`src/common/cac_cfg.svh`:
```
// Contract
// - Eight-bit arithmetic unit: add, subtract, shifts and Boolean logic.
// - Arithmetic operands and results are two's complement unless told otherwise.
// - Two-operand ops use accumulator plus a file register or immediate constant.
// - Single-operand ops take the accumulator or a file register.
// - Eight-bit accumulator feeds the unit and has no data address.
// - Carry, nibble carry and zero flags update per instruction from the result.
// - In subtraction carry means no borrow, nibble flag means no nibble borrow.
// - A whole 14-bit word is fetched per instruction cycle on a program bus.
// - Fetch of the next word overlaps execution of the current one.
// - Non-branch ops finish in one instruction cycle; branches take longer.
// - Instruction rate is oscillator over four; driven out on the rate pin in RC mode only.
// - Special registers, program counter included, live in the data map; the core keeps pc internal and never decodes their addresses.
// - Program memory spans 4K words of 14 bits; data memory 176 bytes.
// - Device is held in reset while the master reset input is low.
`ifndef CAC_CFG_SVH
`define CAC_CFG_SVH
`define CAC_DATA_W 8
`define CAC_INSTR_W 14
`define CAC_PC_W 12
`define CAC_PROG_WORDS 4096
`define CAC_DATA_BYTES 176
`define CAC_DADDR_W 8
`define CAC_OSC_PER_CYC 4
`define CAC_BRANCH_CYC 2
`define CAC_PCL_ADDR 8'h02
`define CAC_STATUS_ADDR 8'h03
`define CAC_PCLATH_ADDR 8'h0A
`define CAC_FLAG_C 0
`define CAC_FLAG_NIB 1
`define CAC_FLAG_Z 2
`define CAC_CYC_NS 500
`define CAC_OSC_MHZ 8
`endif

```
`src/common/cac_pkg.sv`:
```
package cac_pkg;
	typedef enum logic [3:0] {
		CAC_OP_NONE, CAC_OP_ADD, CAC_OP_SUB, CAC_OP_AND, CAC_OP_OR, CAC_OP_XOR,
		CAC_OP_COM, CAC_OP_INC, CAC_OP_DEC, CAC_OP_RLF, CAC_OP_RRF, CAC_OP_SWAP,
		CAC_OP_MOV, CAC_OP_CLR
	} cac_op_e;
	typedef enum logic [1:0] {CAC_SRC_FILE, CAC_SRC_IMM, CAC_SRC_ACC} cac_src_e;
	// One decoded instruction as presented by the decoder
	typedef struct packed {
		cac_op_e op;
		cac_src_e src;
		logic to_acc;
		logic wr_c;
		logic wr_nib;
		logic wr_z;
		logic branch;
		logic [7:0] faddr;
		logic [7:0] imm;
		logic [11:0] target;
	} cac_dec_s;
	// Data memory write request
	typedef struct packed {
		logic we;
		logic [7:0] addr;
		logic [7:0] data;
	} cac_dwr_s;
endpackage : cac_pkg

```
`src/core/cac_core.sv`:
```
`timescale 1ns/1ns
`default_nettype none
`include "cac_cfg.svh"
module cac_core
	import cac_pkg::*;
#(
	parameter int OSC_PER_CYC = `CAC_OSC_PER_CYC,
	parameter int BRANCH_CYC = `CAC_BRANCH_CYC
) (
	input wire logic ref_clk_i,
	input wire logic rst_b_i,
	input wire logic master_reset_input_b_i,
	input wire logic rc_mode_i,
	input wire logic [`CAC_INSTR_W-1:0] prog_word_i,
	input wire cac_dec_s dec_i,
	input wire logic [`CAC_DATA_W-1:0] file_rd_i,
	output logic [`CAC_PC_W-1:0] prog_addr_o,
	output logic [`CAC_DADDR_W-1:0] file_raddr_o,
	output var cac_dwr_s dwr_o,
	output logic [`CAC_INSTR_W-1:0] exec_word_o,
	output logic exec_valid_o,
	output logic cycle_en_o,
	output logic instr_rate_output_o,
	output logic [`CAC_DATA_W-1:0] acc_o,
	output logic [2:0] flags_o
);
	typedef logic [8:0] cac_sum_t;

	logic [1:0] osc_cnt;
	logic cyc_en;
	logic in_rst;
	logic [`CAC_PC_W-1:0] pc;
	logic [`CAC_INSTR_W-1:0] fetch_reg;
	logic fetch_valid;
	logic [1:0] stall_cnt;
	logic [`CAC_DATA_W-1:0] acc;
	logic [2:0] flags;
	logic [`CAC_DATA_W-1:0] opnd;
	logic [`CAC_DATA_W-1:0] next_res;
	logic next_c;
	logic next_nib;
	logic exec_go;

	// Held in reset by either the system reset or the master reset pin
	assign in_rst = !rst_b_i || !master_reset_input_b_i;

	// Nine-bit add with nibble carry; subtraction adds the complement plus one
	function automatic logic [9:0] cac_addc(input logic [7:0] a, input logic [7:0] b, input logic ci);
		logic [4:0] lo;
		logic [4:0] hi;
		lo = {1'b0, a[3:0]} + {1'b0, b[3:0]} + {4'h0, ci};
		hi = {1'b0, a[7:4]} + {1'b0, b[7:4]} + {4'h0, lo[4]};
		cac_addc = {lo[4], hi[4], hi[3:0], lo[3:0]};
	endfunction : cac_addc

	// Divide the oscillator by four to get the instruction cycle enable
	always_ff @(posedge ref_clk_i) begin
		if (in_rst) begin
			osc_cnt <= 2'h0;
		end else begin
			osc_cnt <= (osc_cnt == 2'(OSC_PER_CYC - 1)) ? 2'h0 : osc_cnt + 2'h1;
		end
	end
	assign cyc_en = !in_rst && (osc_cnt == 2'(OSC_PER_CYC - 1));

	// Rate output high for the second half of each cycle, in RC mode only
	always_ff @(posedge ref_clk_i) begin
		if (in_rst) begin
			instr_rate_output_o <= 1'b0;
			cycle_en_o <= 1'b0;
		end else begin
			instr_rate_output_o <= rc_mode_i && (osc_cnt >= 2'h1) && (osc_cnt <= 2'h2);
			cycle_en_o <= cyc_en;
		end
	end

	// Operand select: file register, immediate or accumulator
	always_comb begin
		case (dec_i.src)
			CAC_SRC_IMM: opnd = dec_i.imm;
			CAC_SRC_ACC: opnd = acc;
			default: opnd = file_rd_i;
		endcase
	end

	// Arithmetic unit, two's complement wraparound on eight bits
	always_comb begin
		logic [9:0] s;
		s = 10'h000;
		next_res = 8'h00;
		next_c = flags[`CAC_FLAG_C];
		next_nib = flags[`CAC_FLAG_NIB];
		case (dec_i.op)
			CAC_OP_ADD: begin
				s = cac_addc(acc, opnd, 1'b0);
				next_res = s[7:0];
				next_c = s[8];
				next_nib = s[9];
			end
			CAC_OP_SUB: begin
				s = cac_addc(opnd, ~acc, 1'b1);
				next_res = s[7:0];
				next_c = s[8];
				next_nib = s[9];
			end
			CAC_OP_AND: next_res = acc & opnd;
			CAC_OP_OR: next_res = acc | opnd;
			CAC_OP_XOR: next_res = acc ^ opnd;
			CAC_OP_COM: next_res = ~opnd;
			CAC_OP_INC: next_res = opnd + 8'h01;
			CAC_OP_DEC: next_res = opnd - 8'h01;
			CAC_OP_RLF: begin
				next_res = {opnd[6:0], flags[`CAC_FLAG_C]};
				next_c = opnd[7];
			end
			CAC_OP_RRF: begin
				next_res = {flags[`CAC_FLAG_C], opnd[7:1]};
				next_c = opnd[0];
			end
			CAC_OP_SWAP: next_res = {opnd[3:0], opnd[7:4]};
			CAC_OP_MOV: next_res = opnd;
			default: next_res = 8'h00;
		endcase
	end

	assign exec_go = cyc_en && fetch_valid && (stall_cnt == 2'h0);

	// Fetch stage: one 14-bit word per cycle, overlapping execution
	always_ff @(posedge ref_clk_i) begin
		if (in_rst) begin
			pc <= 12'h000;
			fetch_reg <= 14'h0000;
			fetch_valid <= 1'b0;
		end else if (cyc_en) begin
			if (exec_go && dec_i.branch) begin
				pc <= dec_i.target; // Flush the prefetched word
				fetch_valid <= 1'b0;
			end else begin
				pc <= pc + 12'h001;
				fetch_reg <= prog_word_i;
				fetch_valid <= 1'b1;
			end
		end
	end

	// Branch costs an extra cycle while the pipe refills
	always_ff @(posedge ref_clk_i) begin
		if (in_rst) begin
			stall_cnt <= 2'h0;
		end else if (cyc_en) begin
			if (exec_go && dec_i.branch) begin
				stall_cnt <= 2'(BRANCH_CYC - 1);
			end else if (stall_cnt != 2'h0) begin
				stall_cnt <= stall_cnt - 2'h1;
			end
		end
	end

	// Execute stage: accumulator, flags and file write in one cycle
	always_ff @(posedge ref_clk_i) begin
		if (in_rst) begin
			acc <= 8'h00;
			flags <= 3'h0;
			dwr_o <= '0;
		end else begin
			dwr_o.we <= 1'b0;
			if (exec_go && !dec_i.branch && dec_i.op != CAC_OP_NONE) begin
				if (dec_i.to_acc) begin
					acc <= next_res;
				end else begin
					dwr_o.we <= 1'b1;
					dwr_o.addr <= dec_i.faddr;
					dwr_o.data <= next_res;
				end
				if (dec_i.wr_c) flags[`CAC_FLAG_C] <= next_c;
				if (dec_i.wr_nib) flags[`CAC_FLAG_NIB] <= next_nib;
				if (dec_i.wr_z) flags[`CAC_FLAG_Z] <= (next_res == 8'h00);
			end
		end
	end

	// Registered copies of state for the pins
	always_ff @(posedge ref_clk_i) begin
		if (in_rst) begin
			prog_addr_o <= 12'h000;
			file_raddr_o <= 8'h00;
			exec_word_o <= 14'h0000;
			exec_valid_o <= 1'b0;
			acc_o <= 8'h00;
			flags_o <= 3'h0;
		end else begin
			prog_addr_o <= pc;
			file_raddr_o <= dec_i.faddr;
			exec_word_o <= fetch_reg;
			exec_valid_o <= fetch_valid && (stall_cnt == 2'h0);
			acc_o <= acc;
			flags_o <= flags;
		end
	end

	// Clocks since the last instruction cycle, watched by the gap check
	logic [2:0] gap_cnt;
	always_ff @(posedge ref_clk_i) begin
		if (in_rst) begin
			gap_cnt <= 3'h0;
		end else if (cyc_en) begin
			gap_cnt <= 3'h0;
		end else begin
			gap_cnt <= gap_cnt + 3'h1;
		end
	end
endmodule : cac_core
`default_nettype wire

```
`config.mk`:
```
export PLATFORM = sky130hd
export DESIGN_NAME = cac_core
export DESIGN_NICKNAME = d
export VERILOG_FILES = /design/src/common/cac_pkg.sv /design/src/core/cac_core.sv
export VERILOG_INCLUDE_DIRS = /design/src /design/src/common
export SDC_FILE = /design/constraint.sdc
export NUM_CORES = 1
export LEC_CHECK = 0
export ABC_AREA = 1
export BUFFER_PORTS_ARGS = -buffer_cell sky130_fd_sc_hd__buf_2
export CAP_MARGIN = 20
export CORE_MARGIN = 4
export CORE_UTILIZATION = 49
export DETAILED_ROUTE_END_ITERATION = 12
export MAX_ROUTING_LAYER = met4
export PLACE_DENSITY = 0.76
export RECOVER_POWER = 50
export SLEW_MARGIN = 20
export SYNTH_ARGS = -nofsm -noshare
export SYNTH_HDL_FRONTEND = slang
export SYNTH_SLANG_ARGS = --single-unit
```
`constraint.sdc`:
```
create_clock -name ref_clk_i -period 3.4 [get_ports ref_clk_i]
set_input_delay 0.51 -clock ref_clk_i [delete_from_list [all_inputs] [get_ports ref_clk_i]]
set_output_delay 0.51 -clock ref_clk_i [all_outputs]
set_load 0.005 [all_outputs]
```
# Yosys cells after proc, flatten, opt, wreduce, memory -nomap -nowiden
# Index checks and enable logic that the tools add are counted.
# classes
n_addsub	12
magnitude_cmp	2
n_eq_ne	15
n_mux	9
n_bitwise	8
reduce_logical	30
# ops
op	n
8-bit case mux with 12 select lines	1
4-bit by 4-bit adder with 5-bit output	4
4-bit equality test (second input constant)	5
17-bit 2-to-1 mux	1
4-bit by 3-bit equality test with 1-bit output (second input constant)	4
8-bit inverter	2
8-bit case mux with 2 select lines	1
12-bit by 1-bit adder with 12-bit output (second input constant)	1
12-bit 2-to-1 mux	1
5-bit by 1-bit adder with 5-bit output	2
2-bit AND reduction	5
1-bit logical AND	9
8-bit by 1-bit adder with 8-bit output (second input constant)	1
8-bit bitwise AND	1
4-bit by 2-bit equality test with 1-bit output (second input constant)	2
8-bit zero test	1
8-bit OR	1
4-bit nonzero test	2
8-bit by 1-bit subtractor with 8-bit output (second input constant)	1
8-bit bitwise XOR	1
3-bit AND reduction	2
2-bit nonzero test	3
5-bit by 1-bit adder with 5-bit output (second input constant)	1
2-bit equality test (second input constant)	2
15 further kinds	22
# totals
ff_bits	107
output_inout_bits	65
elab_cells	96

# Longest topological paths before layout
# depth
word_depth	10
depth_mapped	27

# Worst setup path before layout
# No wires, ideal clock.
# synth_path
path_type	input to register
start	input port dec_i[33] (netlist name)
end	register flags[2]
setup_ns	0.058
arrival_time_ns	3.523
required_time_ns	3.342
path_slack_ns	-0.181
cell_stages	24
path_buffers	1
path_cell_list	inv_1 ha_1 inv_2 buf_6 nand3_2 nand2_2 ha_1 fa_1 inv_1 nand2_1 a21oi_1 nor2_1 fa_1 inv_1 fa_1 nand2_1 nand3_1 nor2_1 nand3_1 nor2_1 nand2_1 nor2_1 nand3_1 nand2_1
# synth_via
elab_chain_len	7
word_cells_on_any_way	18
cone_classes	add/sub (9); eq/ne (2); mux (2); bitwise (4); reduce/logical (1)
# synth_rtl
element	line	source
start: declaration	cac_core.sv:15	input wire cac_dec_s dec_i,
2-bit equality test / 2-bit by 1-bit equality test with 1-bit output (equally long branches)	cac_core.sv:79	case (dec_i.src)
8-bit case mux with 2 select lines (*)	cac_core.sv:79	
4-bit by 4-bit adder with 5-bit output	cac_core.sv:51	lo = {1'b0, a[3:0]} + {1'b0, b[3:0]} + {4'h0, ci};
5-bit by 1-bit adder with 5-bit output	cac_core.sv:51	
5-bit by 1-bit adder with 5-bit output	cac_core.sv:52	hi = {1'b0, a[7:4]} + {1'b0, b[7:4]} + {4'h0, lo[4]};
8-bit case mux with 12 select lines (*)	cac_core.sv:93	case (dec_i.op)
8-bit zero test (*)	cac_core.sv:177	if (dec_i.wr_z) flags[`CAC_FLAG_Z] <= (next_res == 8'h00);
end signal: indexed assignment	cac_core.sv:175	if (dec_i.wr_c) flags[`CAC_FLAG_C] <= next_c;
end signal: indexed assignment	cac_core.sv:176	if (dec_i.wr_nib) flags[`CAC_FLAG_NIB] <= next_nib;
end signal: indexed assignment	cac_core.sv:177	
end: declaration	cac_core.sv:37	logic [2:0] flags;
# Every way passes the cells marked *; elsewhere a longest branch is shown, timed or not.
# A chain may end at the register's enable or synchronous reset.

# Final worst setup path
# Same ends and word-level chain as after synthesis.

==> impl_results.html <==
<table>
<tr><th>Metric</th><th>Value</th></tr>
<tr><th colspan="2">GRT</th></tr>
<tr><td>Pin count of the biggest net entering global routing</td><td>56</td></tr>
<tr><td>Met1 global-route usage</td><td>between 30 and 40%</td></tr>
<tr><td>GRT met2 Usage</td><td>approximately 37%</td></tr>
<tr><td>Number of antenna violations at the first check in global routing</td><td>0</td></tr>
<tr><td>Via count of the first global-routing pass</td><td>5,370</td></tr>
<tr><td>Grt met3 use</td><td>between 5 and 6%</td></tr>
<tr><td>Most Used Layer, Global Route</td><td>met2</td></tr>
<tr><td>Overall fraction of global-route tracks in use</td><td>between 20% and 30%</td></tr>
<tr><td>Wire length of the first global-routing pass</td><td>about 26,000 µm</td></tr>
<tr><td>Overflow left after global routing</td><td>0</td></tr>
<tr><th colspan="2">Worst setup path</th></tr>
<tr><td>Number of cells on the worst reg-to-reg path</td><td>21</td></tr>
<tr><td>Register-to-Register Setup Slack</td><td>~0.23 ns</td></tr>
<tr><td>Required time of the critical path</td><td>3.65 ns</td></tr>
<tr><td>Crit path capture</td><td>flags[2]</td></tr>
<tr><td>Slowest-stage cell, CP</td><td>fa_2</td></tr>
<tr><td>Nature of the critical path endpoint</td><td>flip-flop</td></tr>
<tr><td>Critical path class</td><td>input pin to flip-flop</td></tr>
<tr><td>Combined buffer and inverter count along the critical path</td><td>7</td></tr>
<tr><td>Depth of the critical timing path with buffers and inverters included</td><td>28</td></tr>
<tr><td>Maximum single-stage delay on the critical path</td><td>slightly below 0.4 ns</td></tr>
<tr><td>Worst R2R End</td><td>flags[2]</td></tr>
<tr><td>Most prevalent standard cell on the critical path</td><td>nand2_1</td></tr>
<tr><td>Arrival time reported for the critical path endpoint</td><td>~3.6 ns</td></tr>
<tr><td>Critical path fanouts, max</td><td>7</td></tr>
<tr><td>Sort of element at the start of the critical path</td><td>input pin</td></tr>
<tr><td>Crit path launch</td><td>dec_i[33]</td></tr>
<tr><td>Delay-heaviest family, CP</td><td>adder cells</td></tr>
<tr><td>Worst reg2reg startpoint</td><td>acc[0]</td></tr>
<tr><th colspan="2">STA</th></tr>
<tr><td>Slew at the pin closest to its max-slew limit</td><td>roughly 1.0 ns</td></tr>
<tr><td>Final worst-path cycle share</td><td>around 100%</td></tr>
<tr><td>Worst max-slew margin expressed relative to the limit</td><td>around a third</td></tr>
<tr><td>Final setup viols</td><td>0</td></tr>
<tr><td>Total count of max-transition violations in the final report</td><td>0</td></tr>
<tr><td>Worst hold slack</td><td>just under 0.4 ns</td></tr>
<tr><td>RSZ-0062 raised after global routing</td><td>yes</td></tr>
<tr><td>Minimum clock period after layout</td><td>between 3 and 4 ns</td></tr>
<tr><td>Maximum clock skew at final layout</td><td>0.0110 ns</td></tr>
<tr><td>Peak Freq</td><td>295 MHz</td></tr>
<tr><td>Final hold viol count</td><td>0</td></tr>
<tr><td>Final WS setup</td><td>a little under 0.007 ns</td></tr>
<tr><td>TNS Setup</td><td>0 ns</td></tr>
<tr><th colspan="2">Synthesis</th></tr>
<tr><td>Synthesized flop and latch total</td><td>approximately 110</td></tr>
<tr><td>Synthesized netlist cell count</td><td>a little over 800</td></tr>
<tr><td>Per-instance average area after synthesis</td><td>between 6 and 7 µm²</td></tr>
<tr><td>Portion of the post-synthesis area used by sequential elements</td><td>a little under two fifths</td></tr>
<tr><td>Number of enable flip-flop cells after synthesis</td><td>0</td></tr>
<tr><td>Predominant post-synthesis flop cell</td><td>dfxtp_1</td></tr>
<tr><td>Number of distinct library cells after synthesis</td><td>39</td></tr>
<tr><td>Warning count from the yosys run</td><td>0</td></tr>
<tr><td>Synth async-reset ratio</td><td>0%</td></tr>
<tr><td>Syn nets</td><td>just over 900</td></tr>
<tr><td>Post-synthesis cell area</td><td>between 5000 and 6000 µm²</td></tr>
<tr><th colspan="2">Die</th></tr>
<tr><td>Initial Util</td><td>50.3%</td></tr>
<tr><td>Core ar.</td><td>between 10,000 and 15,000 µm²</td></tr>
<tr><td>Die area</td><td>about 14,000 µm²</td></tr>
<tr><td>Width of the die</td><td>between 100 and 150 µm</td></tr>
<tr><td>I/O pin total</td><td>130</td></tr>
<tr><td>Die Y</td><td>around 120 µm</td></tr>
<tr><td>Std cell rows</td><td>39</td></tr>
<tr><th colspan="2">Route</th></tr>
<tr><td>Via-to-Cell Ratio</td><td>5.17</td></tr>
<tr><td>Final routed DRC violation total</td><td>0</td></tr>
<tr><td>Count of antenna-violating nets left after detailed routing</td><td>0</td></tr>
<tr><td>Final routed wirelength across all metal layers</td><td>about 16,000 µm</td></tr>
<tr><td>Via count</td><td>around 6k</td></tr>
<tr><td>WL/cell</td><td>around 15 µm</td></tr>
<tr><td>Total iterations of the first detailed-routing run</td><td>5</td></tr>
<tr><td>Violation count after the first detailed-routing iteration</td><td>563</td></tr>
<tr><th colspan="2">Cells and area</th></tr>
<tr><td>Fraction of layout cells with a size suffix above 1</td><td>21.8%</td></tr>
<tr><td>Finished layout cell area</td><td>around 7300 µm²</td></tr>
<tr><td>Filler Cell Count</td><td>between 900 and 1k</td></tr>
<tr><td>Area growth syn-to-layout</td><td>26.2%</td></tr>
<tr><td>Flip-flop count of the largest register, all copies and words added</td><td>17</td></tr>
<tr><td>Final Net Count</td><td>around 1.1k</td></tr>
<tr><th colspan="2">Status</th></tr>
<tr><td>Outcome</td><td>finished, final reports clean</td></tr>
<tr><th colspan="2">CTS</th></tr>
<tr><td>Clock Sinks</td><td>107</td></tr>
<tr><td>Clock latency at the later pin of the worst-skew pair</td><td>approximately 0.35 ns</td></tr>
<tr><td>Htree depth</td><td>3</td></tr>
<tr><td>TritonCTS buffer count</td><td>9</td></tr>
<tr><td>Root cell of the clock tree</td><td>clkbuf_16</td></tr>
<tr><td>Clock transition time at the flip-flop clock pins of the worst setup and hold paths</td><td>0.08 ns</td></tr>
<tr><td>Clock tree from TritonCTS</td><td>built</td></tr>
<tr><td>Post-cts hold buffer count</td><td>0</td></tr>
<tr><td>Max Buffers Root-to-Sink</td><td>2</td></tr>
<tr><th colspan="2">Place</th></tr>
<tr><td>Post-placement worst setup slack</td><td>-0.450 ns</td></tr>
<tr><td>Gpl congestion</td><td>0.956</td></tr>
<tr><td>PortBufs</td><td>about 130</td></tr>
<tr><td>Standard cell area after detailed placement</td><td>6780 µm²</td></tr>
<tr><td>Post-detailed-placement half-perimeter wirelength</td><td>12,400 µm</td></tr>
<tr><th colspan="2">Pwr</th></tr>
<tr><td>Pleak</td><td>3.53 nW</td></tr>
<tr><td>Peak supply drop</td><td>approximately 0.00044 V</td></tr>
<tr><td>Power density of the placed cells</td><td>about 410 nW/µm²</td></tr>
<tr><th colspan="2">Flow run</th></tr>
<tr><td>Count of maximum capacitance violations</td><td>0</td></tr>
<tr><th colspan="2">Worst hold path</th></tr>
<tr><td>Min-Delay Path Class</td><td>input pin to flip-flop</td></tr>
</table>
[stage by stage]
step	power [W]	utilization (%)	cells
6_report	0.00298	63.5	1128
5_1_grt	0.00310	63.5	1126
3_5_place_dp	0.00174	59.1	1103
3_3_place_gp	0.00174	59.1	1103
4_1_cts	0.00297	62.7	1121
2_1_floorplan	0.00157	-	826
[placed cells by master, fill, tap and decap left out, drive strengths merged, types with 2 or more instances in the layout]
| master | count |
|---|---|
| nand2 | 165 |
| buf | 141 |
| inv | 135 |
| nor2 | 129 |
| dfxtp | 107 |
| o21ai | 62 |
| nand3 | 56 |
| a21oi | 47 |
| ha | 37 |
| clkbuf | 32 |
| o211ai | 13 |
| xor2 | 9 |
| o22ai | 7 |
| nor3 | 7 |
| fa | 7 |
| or2 | 7 |
| nand4 | 4 |
| a31oi | 3 |
| bufinv | 3 |
| diode | 2 |
| o32ai | 2 |
| nand3b | 2 |
| clkinv | 2 |
[cell families after synthesis]
group           synth area share, %
simple gates                   27.3
compound gates                 13.1
buf+inv                        10.7
fa+ha+maj                      10.4
xor+xnor                       1.37
flops                          37.1
[area by class of cell]
type	count	area, µm²	share of cell area [%]
Inverter	134	520	7.14
Antenna cell	2	5.00	0.0687
Tap cell	143	179	2.46
Clock inverter	7	134	1.84
Sequential cell	107	2140	29.4
Timing Repair Buffer	164	898	12.3
Multi-Input combinational cell	562	3180	43.7
Clock buffer	9	225	3.09
[report_power, final]
group,total (W),internal (W),switching [W]
Clock,0.00123,0.000734,0.000492
Sequential,0.00126,0.00126,0.00000218
Combinational,0.000493,0.000191,0.000302
[synth_stat cells (2+ instances only)]
library cell | n | area, µm²
a21oi_1 | 47 | 235
a31oi_1 | 3 | 18.8
buf_1 | 3 | 11.3
buf_2 | 6 | 30.0
buf_4 | 3 | 22.5
clkbuf_1 | 9 | 33.8
dfxtp_1 | 107 | 2140
fa_1 | 7 | 140
ha_1 | 37 | 463
inv_1 | 125 | 469
inv_2 | 9 | 33.8
nand2_1 | 161 | 604
nand2_2 | 4 | 25.0
nand3_1 | 53 | 265
nand3_2 | 3 | 30.0
nand3b_1 | 2 | 15.0
nand4_1 | 4 | 25.0
nor2_1 | 121 | 454
nor2_2 | 6 | 37.5
nor2_4 | 2 | 22.5
nor3_1 | 6 | 30.0
o211ai_1 | 13 | 97.6
o21ai_0 | 60 | 300
o22ai_1 | 7 | 43.8
o32ai_1 | 2 | 17.5
or2_1 | 4 | 25.0
or2_2 | 2 | 12.5
xor2_1 | 9 | 78.8
[worst min path at each step]
stage	startpoint	endpoint	slack, ns	cells after the start
5_1_grt	dec_i[4]	pc[4]	0.40	3
2_1_floorplan	flags[2]	flags_o[2]	0.41	2
3_3_place_gp	flags[2]	flags_o[2]	0.42	2
6_report	dec_i[26]	file_raddr_o[6]	0.40	3
3_5_place_dp	flags[1]	flags_o[1]	0.42	2
4_1_cts	dec_i[24]	file_raddr_o[4]	0.39	3
[repair_timing]
item | 4_1_cts | 5_1_grt
pin swaps | 11 | 21
setup buffers | 2 | 5
endpoints found under the setup margin | 5 | 8
resized for setup | 7 | 23
[layer usage]
metal / wire length (µm) / share of wire, %
met5: 0 / 0
met1: 7150 / 43
met2: 7420 / 45
met3: 1470 / 8.9
met4: 409 / 2.5
[worst reg2reg max path: stages (launching register included)]
cell and delay (ns):
dfxtp_1 0.34, nand2_1 0.08, nand3_4 0.10, nand2_4 0.08, ha_2 0.18, fa_2 0.35, inv_2 0.06, nand2_2 0.07
a21oi_4 0.14, nor2_2 0.06, fa_2 0.33, inv_2 0.07, fa_1 0.41, nand2_1 0.09, nand3_2 0.10, nor2_4 0.13
nand3_2 0.11, nor2_4 0.13, nand2_1 0.06, nor2_1 0.11, nand3_1 0.07, nand2_1 0.06
Power figures use the tool's default switching activity.
